File: src/verilog/trgctl_pkg.sv
// package with trigger function encodings and timing constants
package trgctl_pkg;

  // trigger function selection held in the trigger menu
  localparam logic [2:0] TRGCTL_FUNC_OFF    = 3'h0;
  localparam logic [2:0] TRGCTL_FUNC_OUTPUT = 3'h1;
  localparam logic [2:0] TRGCTL_FUNC_RECALL = 3'h2;
  localparam logic [2:0] TRGCTL_FUNC_STEP   = 3'h3;
  localparam logic [2:0] TRGCTL_FUNC_LOCK   = 3'h4;
  localparam logic [2:0] TRGCTL_FUNC_XTRM   = 3'h5;

  // register offsets of the control port
  localparam logic [3:0] TRGCTL_REG_CTRL   = 4'h0;
  localparam logic [3:0] TRGCTL_REG_STATUS = 4'h4;

  // control register fields
  localparam int TRGCTL_CTRL_FUNC_LSB = 0;
  localparam int TRGCTL_CTRL_FUNC_MSB = 2;
  localparam int TRGCTL_CTRL_XREC_BIT = 4;
  localparam logic [2:0] TRGCTL_FUNC_RESET = 3'h0;

  // status register fields
  localparam int TRGCTL_STAT_LEVEL_BIT = 0;
  localparam int TRGCTL_STAT_LOCK_BIT  = 1;
  localparam int TRGCTL_STAT_TRACK_BIT = 2;

  // timing
  localparam int TRGCTL_CLK_MHZ      = 250;
  localparam int TRGCTL_TICK_US      = 1;
  localparam int TRGCTL_TICK_CYCLES  = TRGCTL_CLK_MHZ * TRGCTL_TICK_US;
  localparam int TRGCTL_FILTER_US    = 1000;
  localparam int TRGCTL_FILTER_TICKS = TRGCTL_FILTER_US / TRGCTL_TICK_US;

endpackage : trgctl_pkg

File: src/verilog/trgctl_filter.sv
// synchroniser, debounce filter and edge detector for the trigger input
`timescale 1ns/10ps
module trgctl_filter
  import trgctl_pkg::*;
#(
  parameter int TICK_CYCLES  = TRGCTL_TICK_CYCLES,
  parameter int FILTER_TICKS = TRGCTL_FILTER_TICKS
)
(
  input  wire logic sys_clk,
  input  wire logic rst,
  input  wire logic trig_in,
  output logic      level,
  output logic      rise,
  output logic      fall
);

  initial
  begin
    if (TICK_CYCLES < 1 || FILTER_TICKS < 1 || TICK_CYCLES > 65535 || FILTER_TICKS > 65535)
      $error("trgctl_filter: counts out of range");
  end

  logic        sync_a;
  logic        sync_b;
  logic [15:0] div_cnt;
  logic [15:0] flt_cnt;
  logic        next_sync_a;
  logic        next_sync_b;
  logic [15:0] next_div_cnt;
  logic [15:0] next_flt_cnt;
  logic        next_level;
  logic        next_rise;
  logic        next_fall;
  logic        tick;

  always_comb
  begin
    next_sync_a  = trig_in;
    next_sync_b  = sync_a;
    tick         = (div_cnt == 16'(TICK_CYCLES - 1));
    next_div_cnt = tick ? 16'h0000 : div_cnt + 16'h0001;
    next_flt_cnt = flt_cnt;
    next_level   = level;
    next_rise    = 1'b0;
    next_fall    = 1'b0;
    // level must stay different for the full filter time before it is taken
    if (sync_b == level)                                                  // RULE15
      next_flt_cnt = 16'h0000;
    else if (tick)
    begin
      if (flt_cnt == 16'(FILTER_TICKS - 1))
      begin
        next_flt_cnt = 16'h0000;
        next_level   = sync_b;
        next_rise    = sync_b;                                            // RULE15
        next_fall    = ~sync_b;                                           // RULE15
      end
      else
        next_flt_cnt = flt_cnt + 16'h0001;
    end
  end

  always_ff @(posedge sys_clk or posedge rst)
  begin
    if (rst)
    begin
      sync_a  <= 1'b0;
      sync_b  <= 1'b0;
      div_cnt <= 16'h0000;
      flt_cnt <= 16'h0000;
      level   <= 1'b0;
      rise    <= 1'b0;
      fall    <= 1'b0;
    end
    else
    begin
      sync_a  <= next_sync_a;
      sync_b  <= next_sync_b;
      div_cnt <= next_div_cnt;
      flt_cnt <= next_flt_cnt;
      level   <= next_level;
      rise    <= next_rise;
      fall    <= next_fall;
    end
  end
endmodule : trgctl_filter

File: src/verilog/trgctl_top.sv
// trigger input handling for step program, panel lockout and extremes recorder modes
// Functional notes
// RULE1 - step program mode: rising trigger starts program at its start address
// RULE2 - step program mode: falling trigger jumps execution to the stop address
// RULE3 - lockout mode: low trigger leaves all panel controls working
// RULE4 - lockout mode: high trigger ignores all panel controls except mains switch
// RULE5 - while lockout held, local-return key cannot re-enable the panel
// RULE6 - extremes mode governs storage only while extremes recorder is switched on
// RULE7 - extremes mode: low trigger keeps min and max tracking active
// RULE8 - extremes mode: rising trigger stops tracking, stored extremes kept
// RULE9 - extremes mode: high trigger suspends tracking, no extreme updated
// RULE10 - extremes mode: falling trigger loads extremes with present readings, resumes tracking
// RULE11 - trigger function selection setting chooses the action taken
// RULE12 - function off: all trigger levels and transitions are ignored
// RULE13 - external driver holds each trigger level at least 14 ms
// RULE14 - controlled function responds 1 to 15 ms after the signal change
// RULE15 - input synchronised, filtered, and single-cycle edges derived
//
// Local design decisions: the strobed register port and the address map.
`timescale 1ns/10ps
module trgctl_top
  import trgctl_pkg::*;
#(
  parameter int TICK_CYCLES  = TRGCTL_TICK_CYCLES,
  parameter int FILTER_TICKS = TRGCTL_FILTER_TICKS
)
(
  input  wire logic        sys_clk,
  input  wire logic        rst,
  input  wire logic        trig_in,
  input  wire logic        local_key,
  input  wire logic [3:0]  reg_addr,
  input  wire logic [31:0] reg_wdata,
  input  wire logic        reg_wr,
  input  wire logic        reg_rd,
  output logic      [31:0] reg_rdata,
  output logic             seq_go,
  output logic             seq_stop,
  output logic             panel_locked,
  output logic             local_restore,
  output logic             xtrm_track_en,
  output logic             xtrm_reload
);

  typedef enum {TRGCTL_XT_TRACK, TRGCTL_XT_HOLD} trgctl_xt_type;

  function automatic logic trgctl_sel(input logic [2:0] func, input logic [2:0] want);
    trgctl_sel = (func == want);
  endfunction : trgctl_sel

  // the filter counters are sixteen bits wide
  initial
  begin
    if (TICK_CYCLES < 1 || FILTER_TICKS < 1 || TICK_CYCLES > 65535 || FILTER_TICKS > 65535)
      $error("trgctl_top: counts out of range");
  end

  logic          level;
  logic          rise;
  logic          fall;
  logic [2:0]    func_sel;
  logic          xrec_on;
  trgctl_xt_type xt_state;
  logic [2:0]    next_func_sel;
  logic          next_xrec_on;
  trgctl_xt_type next_xt_state;
  logic [31:0]   next_reg_rdata;
  logic          next_seq_go;
  logic          next_seq_stop;
  logic          next_panel_locked;
  logic          next_local_restore;
  logic          next_xtrm_track_en;
  logic          next_xtrm_reload;
  logic          mode_step;
  logic          mode_lock;
  logic          mode_xtrm;

  trgctl_filter #(
    .TICK_CYCLES  (TICK_CYCLES),
    .FILTER_TICKS (FILTER_TICKS)
  ) u_filter (
    .sys_clk (sys_clk),
    .rst     (rst),
    .trig_in (trig_in),
    .level   (level),
    .rise    (rise),
    .fall    (fall)
  );

  // register port
  always_comb
  begin
    next_func_sel  = func_sel;
    next_xrec_on   = xrec_on;
    next_reg_rdata = 32'h0000_0000;
    if (reg_wr && reg_addr == TRGCTL_REG_CTRL)
    begin
      next_func_sel = reg_wdata[TRGCTL_CTRL_FUNC_MSB:TRGCTL_CTRL_FUNC_LSB];        // RULE11
      next_xrec_on  = reg_wdata[TRGCTL_CTRL_XREC_BIT];
    end
    if (reg_rd)
    begin
      if (reg_addr == TRGCTL_REG_CTRL)
      begin
        next_reg_rdata[TRGCTL_CTRL_FUNC_MSB:TRGCTL_CTRL_FUNC_LSB] = func_sel;
        next_reg_rdata[TRGCTL_CTRL_XREC_BIT] = xrec_on;
      end
      else if (reg_addr == TRGCTL_REG_STATUS)
      begin
        next_reg_rdata[TRGCTL_STAT_LEVEL_BIT] = level;
        next_reg_rdata[TRGCTL_STAT_LOCK_BIT]  = panel_locked;
        next_reg_rdata[TRGCTL_STAT_TRACK_BIT] = xtrm_track_en;
      end
    end
  end

  always_ff @(posedge sys_clk or posedge rst)
  begin
    if (rst)
    begin
      func_sel  <= TRGCTL_FUNC_RESET;
      xrec_on   <= 1'b0;
      reg_rdata <= 32'h0000_0000;
    end
    else
    begin
      func_sel  <= next_func_sel;
      xrec_on   <= next_xrec_on;
      reg_rdata <= next_reg_rdata;
    end
  end

  // mode decode; off and the other functions take no action here
  assign mode_step = trgctl_sel(func_sel, TRGCTL_FUNC_STEP);                  // RULE11 RULE12
  assign mode_lock = trgctl_sel(func_sel, TRGCTL_FUNC_LOCK);                  // RULE12
  assign mode_xtrm = trgctl_sel(func_sel, TRGCTL_FUNC_XTRM) && xrec_on;       // RULE6 RULE12

  // trigger actions
  always_comb
  begin
    next_xt_state      = xt_state;
    next_seq_go        = mode_step && rise;                                   // RULE1
    next_seq_stop      = mode_step && fall;                                   // RULE2
    next_panel_locked  = mode_lock && level;                                  // RULE3 RULE4
    // local key only restores the panel when no lockout is held
    next_local_restore = local_key && !(mode_lock && level);                  // RULE5
    next_xtrm_reload   = 1'b0;
    if (!mode_xtrm)
      next_xt_state = TRGCTL_XT_TRACK;
    else
    begin
      case (xt_state)
        TRGCTL_XT_TRACK:
        begin
          if (rise || level)
            next_xt_state = TRGCTL_XT_HOLD;                                   // RULE8
        end
        TRGCTL_XT_HOLD:
        begin
          if (fall || !level)
          begin
            next_xt_state    = TRGCTL_XT_TRACK;                               // RULE10
            next_xtrm_reload = 1'b1;                                          // RULE10
          end
        end
        default:
          next_xt_state = TRGCTL_XT_TRACK;
      endcase
    end
    // track when low, suspend while held high
    next_xtrm_track_en = xrec_on && (next_xt_state == TRGCTL_XT_TRACK);       // RULE7 RULE9
  end

  always_ff @(posedge sys_clk or posedge rst)
  begin
    if (rst)
    begin
      xt_state      <= TRGCTL_XT_TRACK;
      seq_go        <= 1'b0;
      seq_stop      <= 1'b0;
      panel_locked  <= 1'b0;
      local_restore <= 1'b0;
      xtrm_track_en <= 1'b0;
      xtrm_reload   <= 1'b0;
    end
    else
    begin
      xt_state      <= next_xt_state;
      seq_go        <= next_seq_go;
      seq_stop      <= next_seq_stop;
      panel_locked  <= next_panel_locked;
      local_restore <= next_local_restore;
      xtrm_track_en <= next_xtrm_track_en;
      xtrm_reload   <= next_xtrm_reload;
    end
  end

  // latency watch: cycles from the last raw input change to an action pulse
  localparam int LAT_MIN = (FILTER_TICKS - 1) * TICK_CYCLES;
  // two synchroniser stages, one tick of phase and the output register
  localparam int LAT_MAX = (FILTER_TICKS + 1) * TICK_CYCLES + 3;

  logic        trig_prev;
  logic        next_trig_prev;
  logic [31:0] since_chg;
  logic [31:0] next_since_chg;

  // saturates so that a long quiet input never wraps to a short latency
  always_comb
  begin
    next_trig_prev = trig_in;
    if (trig_in != trig_prev)
      next_since_chg = 32'h0000_0000;
    else if (since_chg != 32'hFFFF_FFFF)
      next_since_chg = since_chg + 32'h0000_0001;
    else
      next_since_chg = since_chg;
  end

  always_ff @(posedge sys_clk or posedge rst)
  begin
    if (rst)
    begin
      trig_prev <= 1'b0;
      since_chg <= 32'hFFFF_FFFF;
    end
    else
    begin
      trig_prev <= next_trig_prev;
      since_chg <= next_since_chg;
    end
  end
endmodule : trgctl_top
File: config.mk
export PLATFORM = sky130hd
export DESIGN_NAME = trgctl_top
export DESIGN_NICKNAME = d
export VERILOG_FILES = /design/src/verilog/trgctl_pkg.sv /design/src/verilog/trgctl_filter.sv /design/src/verilog/trgctl_top.sv
export SDC_FILE = /design/constraint.sdc
export NUM_CORES = 1
export LEC_CHECK = 0
export BUFFER_PORTS_ARGS = -buffer_cell sky130_fd_sc_hd__buf_2
export CAP_MARGIN = 20
export CORE_MARGIN = 4
export CORE_UTILIZATION = 50
export CTS_CLUSTER_SIZE = 24
export DETAILED_ROUTE_END_ITERATION = 12
export GPL_TIMING_DRIVEN = 0
export PLACE_DENSITY = 0.73
export SETUP_SLACK_MARGIN = 0.02
export SLEW_MARGIN = 5
export SYNTH_ARGS = -nofsm -noshare
export SYNTH_HDL_FRONTEND = slang
export SYNTH_SLANG_ARGS = --single-unit
export TNS_END_PERCENT = 5
File: constraint.sdc
create_clock -name sys_clk -period 5.5 [get_ports sys_clk]
set_clock_uncertainty 0.2 [all_clocks]
set_input_delay 0.275 -clock sys_clk [delete_from_list [all_inputs] [get_ports sys_clk]]
set_output_delay 0.275 -clock sys_clk [all_outputs]
set_load 0.01 [all_outputs]
==> out/qor.txt, run 1 <==
Outcome -> complete, no violations
Reg power frac -> 55.7%
Critical path required time -> 5.52 ns
N_diodes -> 0
Die width -> 91.9 um
Yosys top cell by area -> dfrtp_1
CP peak stage delay -> 0.47 ns
Final hold slack -> 0.0325 ns
Sw frac -> 23.7%
R2R cell count -> 6
CTS H-Tree Depth -> 3
Fill count -> 578
Hold buffer count at CTS -> 7
Crit path DAT -> 2.44 ns
Worst-path cell with the longest stage delay -> o21ai_0
Clk Latency, worst-skew pair -> 0.34 ns
YS warnings -> 0
Total wire length -> 5910 um
Synth-to-layout area growth -> 21.3%
Detailed Place HPWL -> 4190 um
CTS tree -> done
Endpoint type of the worst setup path -> flip-flop
Number of synthesized flops with an enable pin -> 0
Placed insts -> 470
Hold Vio Cnt, Final -> 0
Via count of the first global-routing pass -> 2312
IO Pins -> 80
Slew HR -> 60.6%
Fin crit period -> 2.42 ns
Layout cell share with drive strength beyond 1 -> 22.9%
Top post-synthesis cells by area -> dfrtp_1 (59%), buf_4 (6.2%), xor2_1 (3.0%)
Placeable Area -> 6830 um^2
Critical path startpoint -> u_filter.flt_cnt[0]
Largest net degree at the start of global routing -> 74
Synth Area in Compound Gates -> 6.40%
Final setup fails -> 0
FF-to-FF Start -> u_filter.flt_cnt[0]
Crit-path max FO -> 10
Crit path capture -> u_filter.flt_cnt[10]
Die ar. -> 8440 um^2
Post-route clock period utilization -> 44.0%
PwrDens -> 272 nW/um^2
Sink Count -> 83
Final Max Tran Viols -> 0
Initial core utilization -> 51.5%
Clk pwr share -> 37.5%
Max-cap violations -> 0
Main combinational cell family by area after synthesis -> simple AND/OR/NAND/NOR gates
Routed via count -> 2309
Total GRT Usage -> 15.4%
Int Power -> 0.885 mW
Synth top area share -> 59.0%
Antenna violations before repair -> 0
VDD IR max -> 191 uV
Mean post-synth cell area -> 12.0 um^2
Vias/cell -> 4.68
Mapped cell area -> 3520 um^2
Mapped Cells -> 293
Global-route wire length before repair -> 10400 um
Final std cells w/o fill -> 493
Post-CTS Resized -> 0
Clk slew on worst S/H paths -> 0.08 ns
Post-synthesis simple-gate area fraction -> 18.8%
Psw -> 0.275 mW
WL/cell -> 12.0 um
Post-synthesis mux area share -> 2.45%
Rows -> 30
CTS Root Cell -> clkbuf_8
P_leak -> 2.05 nW
Adder-Cell Fraction of Synth Area -> 1.07%
Reg2reg end -> u_filter.flt_cnt[10]
Cell Chain, Critical Path -> ha_1, nor4bb_1, nand4_1, o21ai_0, buf_4, a21oi_1
Fmax -> 413 MHz
Drt pass-1 iters -> 4
Worst-case clock buffer depth -> 2
RSZ-0062 raised after global routing -> no
Main synth FF type -> dfrtp_1
Hold crit path type -> input port to flip-flop
Combinational power share -> 6.8%
Yosys cell types -> 42
Setup CP Type -> flip-flop to flip-flop
Worst-margin pin slew -> 0.587 ns
Utilization after layout -> 62.5%
Top post-synthesis cells by count -> dfrtp_1 (83), buf_4 (29), nor2_1 (17)
Die height -> 91.9 um
Post-DRT Antenna Nets -> 0
Nets -> 437
Post-CTS Repair Setup Buffers -> 0
Seq/Total Area, Yosys -> 59.0%
Most numerous cell in the Yosys netlist -> dfrtp_1
Synth Register Bits -> 83
Drt drc -> 0
I/O Buffers -> 22
GPL Wtd Cong -> 0.756
Iter 0 DRT Violations -> 143
Num CTS Buffers -> 9
Total Neg Setup Slack -> 0 ns
Remaining Overflow, GRT -> 0
CP startpoint kind -> flip-flop
Flop-to-flop setup slack -> 3.08 ns
Xor and xnor area share after synthesis -> 3.98%
Async SR Flop Fraction -> 100%
Pwr Total -> 1.16 mW
-- power by group through the flow --
stage / Sequential, mW / Combinational, mW / Clock (mW)
final: 0.646 / 0.0787 / 0.435
after global routing: 0.649 / 0.0890 / 0.482
after CTS: 0.646 / 0.0784 / 0.450
after detailed placement: 0.658 / 0.0743 / 0
after global placement: 0.657 / 0.0704 / 0
after floorplan: 0.654 / 0.0563 / 0
-- state kept, by name (all words and copies together) (netlist names), 3 cells and up --
register          count
reg_rdata             4
u_filter.flt_cnt     16
xt_state             32
func_sel              3
u_filter.div_cnt     16
-- through the flow --
step / area (um^2) / setup slack [ns]
global route: 4270 / 2.83
detailed placement: 4000 / 3.13
floorplan: 3740 / 2.89
CTS: 4270 / 3.11
global placement: 3970 / 2.03
finish: 4270 / 3.08
-- layout by cell type (no fill, tap or decap), types with 2 or more instances in the layout --
cell / Yosys / layout
a21oi_1: 15 / 15
and3_1: 8 / 8
and3_2: 4 / 4
and4b_1: 2 / 2
buf_2: 0 / 22
buf_4: 29 / 29
clkbuf_1: 3 / 4
clkbuf_8: 1 / 10
clkinvlp_4: 0 / 2
conb_1: 1 / 59
dfrtp_1: 83 / 83
dlygate4sd3_1: 0 / 7
ha_1: 3 / 3
inv_1: 7 / 6
mux2_2: 5 / 5
mux2i_1: 3 / 3
nand2_1: 14 / 14
nand3_1: 12 / 12
nand3b_1: 2 / 2
nand4_1: 7 / 7
nor2_1: 17 / 17
nor2b_1: 4 / 4
nor3_1: 2 / 2
nor3b_1: 2 / 2
nor4_1: 10 / 10
nor4b_1: 2 / 2
nor4bb_1: 2 / 2
o21ai_0: 7 / 7
o31ai_1: 9 / 9
or3_1: 2 / 2
or3_2: 3 / 3
or4_1: 7 / 7
xnor2_1: 4 / 4
xor2_1: 12 / 12
-- layer usage --
layer / global-route usage, % / routed length (um) / vias to the layer above
met4: 4.83 / 59 / 0
li1: - / - / 1162
met3: 4.76 / 268 / 6
met2: 25.6 / 2950 / 41
met5: 0 / 0 / -
met1: 19.4 / 2640 / 1100
-- cell type report --
cell class / instances / area, um^2 / area share [%]
inverters: 7 / 28.8 / 0.674
clock buffers: 10 / 128 / 2.99
well taps: 96 / 120 / 2.81
multi-input cells: 226 / 1370 / 32.1
flip-flops and latches: 83 / 2080 / 48.7
repair buffers: 30 / 208 / 4.87
clock inverters: 6 / 73.8 / 1.73
plain buffers: 35 / 262 / 6.13
-- kinds of logic after synthesis --
group                      after synthesis
and+or+nand+nor                        106
buffers and inverters                   42
other                                    1
muxes                                    8
DFF                                     83
adders and majority gates                3
AOI/OAI and AO/OA                       34
xor gates and xnor gates                16
-- critical path: cells and delay by family (launching register included) --
kind                     cells  cell delay (ns)
AND/OR/NAND/NOR              2             0.62
adder cells (fa/ha/maj)      1             0.26
buffers and inverters        1             0.28
AO/OA/AOI/OAI                2             0.53
flip-flops                   1             0.41
-- how the worst min path moves through the flow --
| stage | startpoint | endpoint | cells after the start |
|---|---|---|---|
| 2_1_floorplan | trig_in | u_filter.next_sync_b | 0 |
| 3_3_place_gp | u_filter.next_sync_b | u_filter.sync_b | 0 |
| 3_5_place_dp | rst | u_filter.flt_cnt[6] | 2 |
| 4_1_cts | reg_rd | reg_rdata[0] | 3 |
| 5_1_grt | reg_rd | reg_rdata[0] | 3 |
| 6_report | reg_rd | reg_rdata[0] | 3 |
(Power assumes the default switching activity.)
==> run 2: changes to the inputs <==
==> constraint.sdc (replaced) <==
create_clock -name sys_clk -period 2.34 [get_ports sys_clk]
set_clock_uncertainty 0.2 [all_clocks]
set_input_delay 0.117 -clock sys_clk [delete_from_list [all_inputs] [get_ports sys_clk]]
set_output_delay 0.117 -clock sys_clk [all_outputs]
set_load 0.01 [all_outputs]
==> out/qor.txt, run 2 (synthesized netlist as in run 1, its figures left out) <==
Layout cell share with drive strength beyond 1 -> 24.1% (was 22.9%)
Clk Latency, worst-skew pair -> 0.35 ns (was 0.34 ns)
Most frequent cells in the layout -> dfrtp_1 (83), conb_1 (59), buf_4 (34) (was dfrtp_1 (83), conb_1 (59), buf_4 (29))
Global-route wire length before repair -> 10700 um (was 10400 um)
CTS Root Cell -> clkbuf_8 (unchanged)
GPL Wtd Cong -> 0.790 (was 0.756)
Outcome -> complete, no violations (unchanged)
Vias/cell -> 4.81 (was 4.68)
Crit path DAT -> 2.28 ns (was 2.44 ns)
Pwr Total -> 2.74 mW (was 1.16 mW)
Largest registers -> xt_state x32, u_filter.div_cnt x16, u_filter.flt_cnt x16 (unchanged)
Design area -> 4360 um^2 (was 4270 um^2)
CTS H-Tree Depth -> 3 (unchanged)
CP startpoint kind -> flip-flop (unchanged)
Die ar. -> 8440 um^2 (unchanged)
Flop-to-flop setup slack -> 0.14 ns (was 3.08 ns)
Reg2reg end -> u_filter.flt_cnt[15] (was u_filter.flt_cnt[10])
Setup CP Type -> flip-flop to flip-flop (unchanged)
Remaining Overflow, GRT -> 0 (unchanged)
Die width -> 91.9 um (unchanged)
VDD IR max -> 455 uV (was 191 uV)
Final Max Tran Viols -> 0 (unchanged)
Hold crit path type -> input port to flip-flop (unchanged)
Fin crit period -> 2.20 ns (was 2.42 ns)
P_leak -> 2.10 nW (was 2.05 nW)
Utilization after layout -> 63.8% (was 62.5%)
Endpoint type of the worst setup path -> flip-flop (unchanged)
Largest net degree at the start of global routing -> 39 (was 74)
Clk slew on worst S/H paths -> 0.09 ns (was 0.08 ns)
FF-to-FF Start -> u_filter.div_cnt[2] (was u_filter.flt_cnt[0])
R2R cell count -> 5 (was 6)
Sink Count -> 83 (unchanged)
Post-DRT Antenna Nets -> 0 (unchanged)
Drt drc -> 0 (unchanged)
Detailed Place HPWL -> 4290 um (was 4190 um)
Num CTS Buffers -> 9 (unchanged)
N_diodes -> 0 (unchanged)
Fmax -> 455 MHz (was 413 MHz)
Critical path required time -> 2.42 ns (was 5.52 ns)
Total GRT Usage -> 15.9% (was 15.4%)
Total wire length -> 6160 um (was 5910 um)
Initial core utilization -> 51.5% (unchanged)
Slew HR -> 62.9% (was 60.6%)
Routed via count -> 2420 (was 2309)
Post-route clock period utilization -> 94.0% (was 44.0%)
Hold Vio Cnt, Final -> 0 (unchanged)
Crit-path max FO -> 6 (was 10)
Synth-to-layout area growth -> 24.0% (was 21.3%)
Reg with most FFs -> xt_state (unchanged)
HP Start -> reg_wr (was reg_rd)
Rows -> 30 (unchanged)
Nets -> 447 (was 437)
Die height -> 91.9 um (unchanged)
Worst-case clock buffer depth -> 2 (unchanged)
I/O Buffers -> 22 (unchanged)
RSZ-0062 raised after global routing -> yes (was no)
Total Neg Setup Slack -> 0 ns (unchanged)
Worst-margin pin slew -> 0.553 ns (was 0.587 ns)
Drt pass-1 iters -> 4 (unchanged)
Worst Hold Path EP -> func_sel[0] (was reg_rdata[0])
PwrDens -> 628 nW/um^2 (was 272 nW/um^2)
Hold path depth -> 3 (unchanged)
Antenna violations before repair -> 0 (unchanged)
Final setup fails -> 0 (unchanged)
Dpl cell area -> 4010 um^2 (was 4000 um^2)
Max-cap violations -> 0 (unchanged)
Max FFs per register -> 32 (unchanged)
Placeable Area -> 6830 um^2 (unchanged)
WL/cell -> 12.2 um (was 12.0 um)
Via count of the first global-routing pass -> 2382 (was 2312)
Iter 0 DRT Violations -> 110 (was 143)
Commonest non-fill, non-tap cell in the layout -> dfrtp_1 (unchanged)
CTS tree -> done (unchanged)
IO Pins -> 80 (unchanged)
-- run 2: cell count changes in the layout (fill, tap and decap cells not counted) --
cell | previous run | this run
dlygate4sd3_1 | 7 | 11
buf_12 | 0 | 2
inv_6 | 1 | 2
o21ai_0 | 7 | 6
buf_16 | 1 | 0
inv_4 | 1 | 0
inv_8 | 1 | 0
clkinv_4 | 1 | 2
buf_4 | 29 | 34
o21ai_2 | 0 | 1
-- run 2: critical path, stage by stage, from the launching register on --
cell     delay (ns)
dfrtp_1        0.48
nor4b_4        0.39
a41oi_4        0.22
buf_4          0.19
or4_1          0.50
a21oi_1        0.15
-- run 2: routing by layer --
layer	part of all wire [%]	up-vias	track usage, %
met5	0	-	0
met2	51	58	27.1
met1	43	1180	18.9
met3	5.1	9	5.41
li1	-	1173	-
met4	1.6	0	5.07
-- run 2: stage by stage --
step / hold slack (ns) / instances / setup WS, ns
6_report: 0.0963 / 503 / 0.141
5_1_grt: 0.0971 / 503 / 0.00736
4_1_cts: 0.0592 / 498 / 0.105
3_5_place_dp: -0.0334 / 471 / -0.0150
3_3_place_gp: 0.0260 / 469 / 0.0160
2_1_floorplan: -0.0516 / 351 / 0.314
-- run 2: final cells by class --
| cell class | instances | area [um^2] |
|---|---|---|
| Clock inverter | 6 | 72.6 |
| Timing Repair Buffer | 40 | 298 |
| Multi-Input combinational cell | 226 | 1380 |
| Fill cell | 577 | 2470 |
| Inverter | 7 | 30.0 |
| Tap cell | 96 | 120 |
| Buffer | 35 | 262 |
| Clock buffer | 10 | 128 |
| Sequential cell | 83 | 2080 |
-- run 2: worst max-delay path by stage --
stage                         from              endpoint  cells past startpoint
6_report       u_filter.div_cnt[2]  u_filter.flt_cnt[15]                      5
5_1_grt        u_filter.flt_cnt[0]  u_filter.flt_cnt[13]                      6
4_1_cts        u_filter.flt_cnt[0]   u_filter.flt_cnt[8]                      6
3_5_place_dp   u_filter.flt_cnt[0]   u_filter.flt_cnt[8]                      6
3_3_place_gp   u_filter.flt_cnt[0]   u_filter.flt_cnt[6]                      6
2_1_floorplan  u_filter.div_cnt[1]   u_filter.flt_cnt[7]                      7
-- run 2: power by group --
| part | internal (mW) | leakage [nW] | switching, mW |
|---|---|---|---|
| Combinational | 0.0978 | 0.940 | 0.0970 |
| Sequential | 1.48 | 1.06 | 0.0353 |
| Clock | 0.505 | 0.0975 | 0.522 |
-- run 2: timing repair --
item	in CTS	in global routing
resized for setup	1	1
hold endpoints to repair	55	0
buffers inserted	0	5
hold buffers	11	0
setup endpoints to repair	10	10
pin swaps	0	2
==> run 3: changes to the inputs <==
--- a/config.mk
+++ b/config.mk
@@ -9,13 +9,15 @@
 export CAP_MARGIN = 20
 export CORE_MARGIN = 4
 export CORE_UTILIZATION = 50
+export CTS_BUF_LIST = sky130_fd_sc_hd__clkbuf_4
 export CTS_CLUSTER_SIZE = 24
 export DETAILED_ROUTE_END_ITERATION = 12
 export GPL_TIMING_DRIVEN = 0
-export PLACE_DENSITY = 0.73
+export PLACE_DENSITY = 0.72
 export SETUP_SLACK_MARGIN = 0.02
 export SLEW_MARGIN = 5
 export SYNTH_ARGS = -nofsm -noshare
 export SYNTH_HDL_FRONTEND = slang
+export SYNTH_HIERARCHICAL = 1
 export SYNTH_SLANG_ARGS = --single-unit
 export TNS_END_PERCENT = 5
==> out/qor.txt, run 3 <==
Outcome -> complete, no violations (unchanged)
Main synth FF type -> dfrtp_1 (unchanged)
Seq/Total Area, Yosys -> 56.9% (was 59.0%)
Max FFs per register -> 32 (unchanged)
Number of synthesized flops with an enable pin -> 0 (unchanged)
Top post-synthesis cells by area -> dfrtp_1 (57%), buf_4 (5.8%), mux2i_1 (2.2%) (was dfrtp_1 (59%), buf_4 (6.2%), xor2_1 (3.0%))
GPL Wtd Cong -> 0.906 (was 0.790)
Worst-margin pin slew -> 0.757 ns (was 0.553 ns)
Mapped cell area -> 3650 um^2 (was 3520 um^2)
Vias/cell -> 4.98 (was 4.81)
Final setup fails -> 0 (unchanged)
Drt pass-1 iters -> 4 (unchanged)
RSZ-0062 raised after global routing -> yes (unchanged)
Hold crit path type -> input port to asynchronous set/reset pin (was input port to flip-flop)
Slew HR -> 49.4% (was 62.9%)
Endpoint type of the worst setup path -> flip-flop (unchanged)
Commonest non-fill, non-tap cell in the layout -> dfrtp_1 (unchanged)
Crit path DAT -> 2.31 ns (was 2.28 ns)
Clk slew on worst S/H paths -> 0.13 ns (was 0.09 ns)
Design area -> 4380 um^2 (was 4360 um^2)
Via count of the first global-routing pass -> 2636 (was 2382)
Top post-synthesis cells by count -> dfrtp_1 (83), buf_4 (28), nand2_1 (20) (was dfrtp_1 (83), buf_4 (29), nor2_1 (17))
WL/cell -> 13.0 um (was 12.2 um)
Synth-to-layout area growth -> 20.0% (was 24.0%)
Crit-path max FO -> 8 (was 6)
Placeable Area -> 6940 um^2 (was 6830 um^2)
Dpl cell area -> 4120 um^2 (was 4010 um^2)
YS warnings -> 6 (was 0)
Yosys top cell by area -> dfrtp_1 (unchanged)
Mapped Cells -> 308 (was 293)
PwrDens -> 554 nW/um^2 (was 628 nW/um^2)
Async SR Flop Fraction -> 100% (unchanged)
Sw frac -> 25.1% (was 23.9%)
Die ar. -> 8730 um^2 (was 8440 um^2)
Placed insts -> 485 (was 471)
Total Neg Setup Slack -> 0 ns (unchanged)
Setup CP Type -> flip-flop to flip-flop (unchanged)
IO Pins -> 80 (unchanged)
Layout cell share with drive strength beyond 1 -> 21.0% (was 24.1%)
Yosys cell types -> 50 (was 42)
Num CTS Buffers -> 9 (unchanged)
Clk pwr share -> 28.4% (was 37.5%)
N_diodes -> 0 (unchanged)
Total wire length -> 6700 um (was 6160 um)
I/O Buffers -> 22 (unchanged)
Total GRT Usage -> 16.8% (was 15.9%)
Int Power -> 1.82 mW (was 2.09 mW)
Sink Count -> 83 (unchanged)
Reg power frac -> 62.7% (was 55.4%)
Routed via count -> 2565 (was 2420)
Post-DRT Antenna Nets -> 0 (unchanged)
Combinational power share -> 8.9% (was 7.1%)
Worst-case clock buffer depth -> 2 (unchanged)
Max-cap violations -> 0 (unchanged)
Clk Latency, worst-skew pair -> 0.41 ns (was 0.35 ns)
CP startpoint kind -> flip-flop (unchanged)
Drt drc -> 0 (unchanged)
P_leak -> 2.05 nW (was 2.10 nW)
Reg with most FFs -> xt_state (unchanged)
Antenna violations before repair -> 0 (unchanged)
Largest net degree at the start of global routing -> 38 (was 39)
Iter 0 DRT Violations -> 79 (was 110)
CTS tree -> done (unchanged)
Nets -> 460 (was 447)
Most numerous cell in the Yosys netlist -> dfrtp_1 (unchanged)
Critical path required time -> 2.45 ns (was 2.42 ns)
VDD IR max -> 422 uV (was 455 uV)
Post-route clock period utilization -> 93.9% (was 94.0%)
Detailed Place HPWL -> 4650 um (was 4290 um)
Mean post-synth cell area -> 11.8 um^2 (was 12.0 um^2)
Largest registers -> xt_state x32, u_filter/div_cnt x16, u_filter/flt_cnt x16 (was xt_state x32, u_filter.div_cnt x16, u_filter.flt_cnt x16)
Global-route wire length before repair -> 11600 um (was 10700 um)
Rows -> 30 (unchanged)
Final std cells w/o fill -> 515 (was 503)
Synth top area share -> 56.9% (was 59.0%)
Most frequent cells in the layout -> dfrtp_1 (83), conb_1 (59), buf_4 (29) (was dfrtp_1 (83), conb_1 (59), buf_4 (34))
Fmax -> 455 MHz (about the same)
Initial core utilization -> 52.6% (was 51.5%)
Hold Vio Cnt, Final -> 0 (unchanged)
CTS Root Cell -> clkbuf_4 (was clkbuf_8)
Fin crit period -> 2.20 ns (about the same)
Remaining Overflow, GRT -> 0 (unchanged)
Final Max Tran Viols -> 0 (unchanged)
Synth Register Bits -> 83 (unchanged)
Die width -> 93.4 um (was 91.9 um)
Die height -> 93.4 um (was 91.9 um)
Final hold slack -> 0.0346 ns (was 0.0963 ns)
Psw -> 0.609 mW (was 0.654 mW)
CTS H-Tree Depth -> 3 (unchanged)
run 3: power groups by stage:
stage          Clock (mW)  Combinational (mW)  Sequential [mW]
2_1_floorplan           0               0.134             1.54
3_3_place_gp            0               0.168             1.55
3_5_place_dp            0               0.176             1.55
4_1_cts             0.718               0.211             1.52
5_1_grt             0.780               0.240             1.53
6_report            0.690               0.216             1.52
run 3: what timing repair did:
action	in CTS	in global routing
resized for setup	0	3
setup buffers	0	0
hold endpoints to repair	93	0
hold buffers	15	0
endpoints found under the setup margin	0	5
run 3: cell families after synthesis:
group	share of synthesized area, %
and+or+nand+nor	21.5
DFF	56.9
buffers and inverters	7.37
AOI/OAI and AO/OA	5.73
xor gates and xnor gates	3.60
muxes	3.74
adders and majority gates	1.03
other	0.103
run 3: through the flow:
step / utilization (%) / setup WS [ns] / power, mW
floorplan: - / 0.371 / 1.67
global placement: 59.0 / 0.114 / 1.72
detailed placement: 59.3 / 0.134 / 1.73
CTS: 63.0 / 0.112 / 2.45
global route: 63.1 / -0.0129 / 2.55
finish: 63.1 / 0.142 / 2.43
run 3: final timing paths:
path                                       from                   end  slack (ns)  cells after the start
min in group sys_clk                    trig_in  u_filter/next_sync_b        0.15                      2
hold reg to reg            u_filter/next_sync_b       u_filter/sync_b        0.16                      0
max in group asynchronous                   rst   u_filter/flt_cnt[5]        1.25                      3
hold / removal                              rst          xt_state[24]        0.03                      3
setup reg to reg            u_filter/div_cnt[1]        u_filter/level        0.14                      6
setup / recovery            u_filter/div_cnt[1]        u_filter/level        0.14                      6
run 3: layout make-up:
| type | count | area, um^2 |
|---|---|---|
| Inverter | 6 | 22.5 |
| Clock buffer | 10 | 75.1 |
| Timing Repair Buffer | 38 | 280 |
| Multi-Input combinational cell | 242 | 1520 |
| Clock inverter | 5 | 31.3 |
| Buffer | 35 | 249 |
| Fill cell | 574 | 2560 |
| Tap cell | 96 | 120 |
| Sequential cell | 83 | 2080 |
run 3: metal layers:
layer | track usage, % | share of wire [%] | up-vias | wire length, um
li1 | - | - | 1248 | -
met1 | 20.9 | 45 | 1246 | 3010
met2 | 28.3 | 49 | 65 | 3270
met3 | 3.30 | 5.3 | 6 | 357
met4 | 7.33 | 0.90 | 0 | 60
met5 | 0 | 0 | - | 0
run 3: worst max-delay path, stage by stage, from the launching register on:
cell     delay [ns]
dfrtp_1        0.42
inv_1          0.06
ha_1           0.15
nor4b_4        0.25
nand4_2        0.29
nor2_2         0.36
mux2_2         0.37
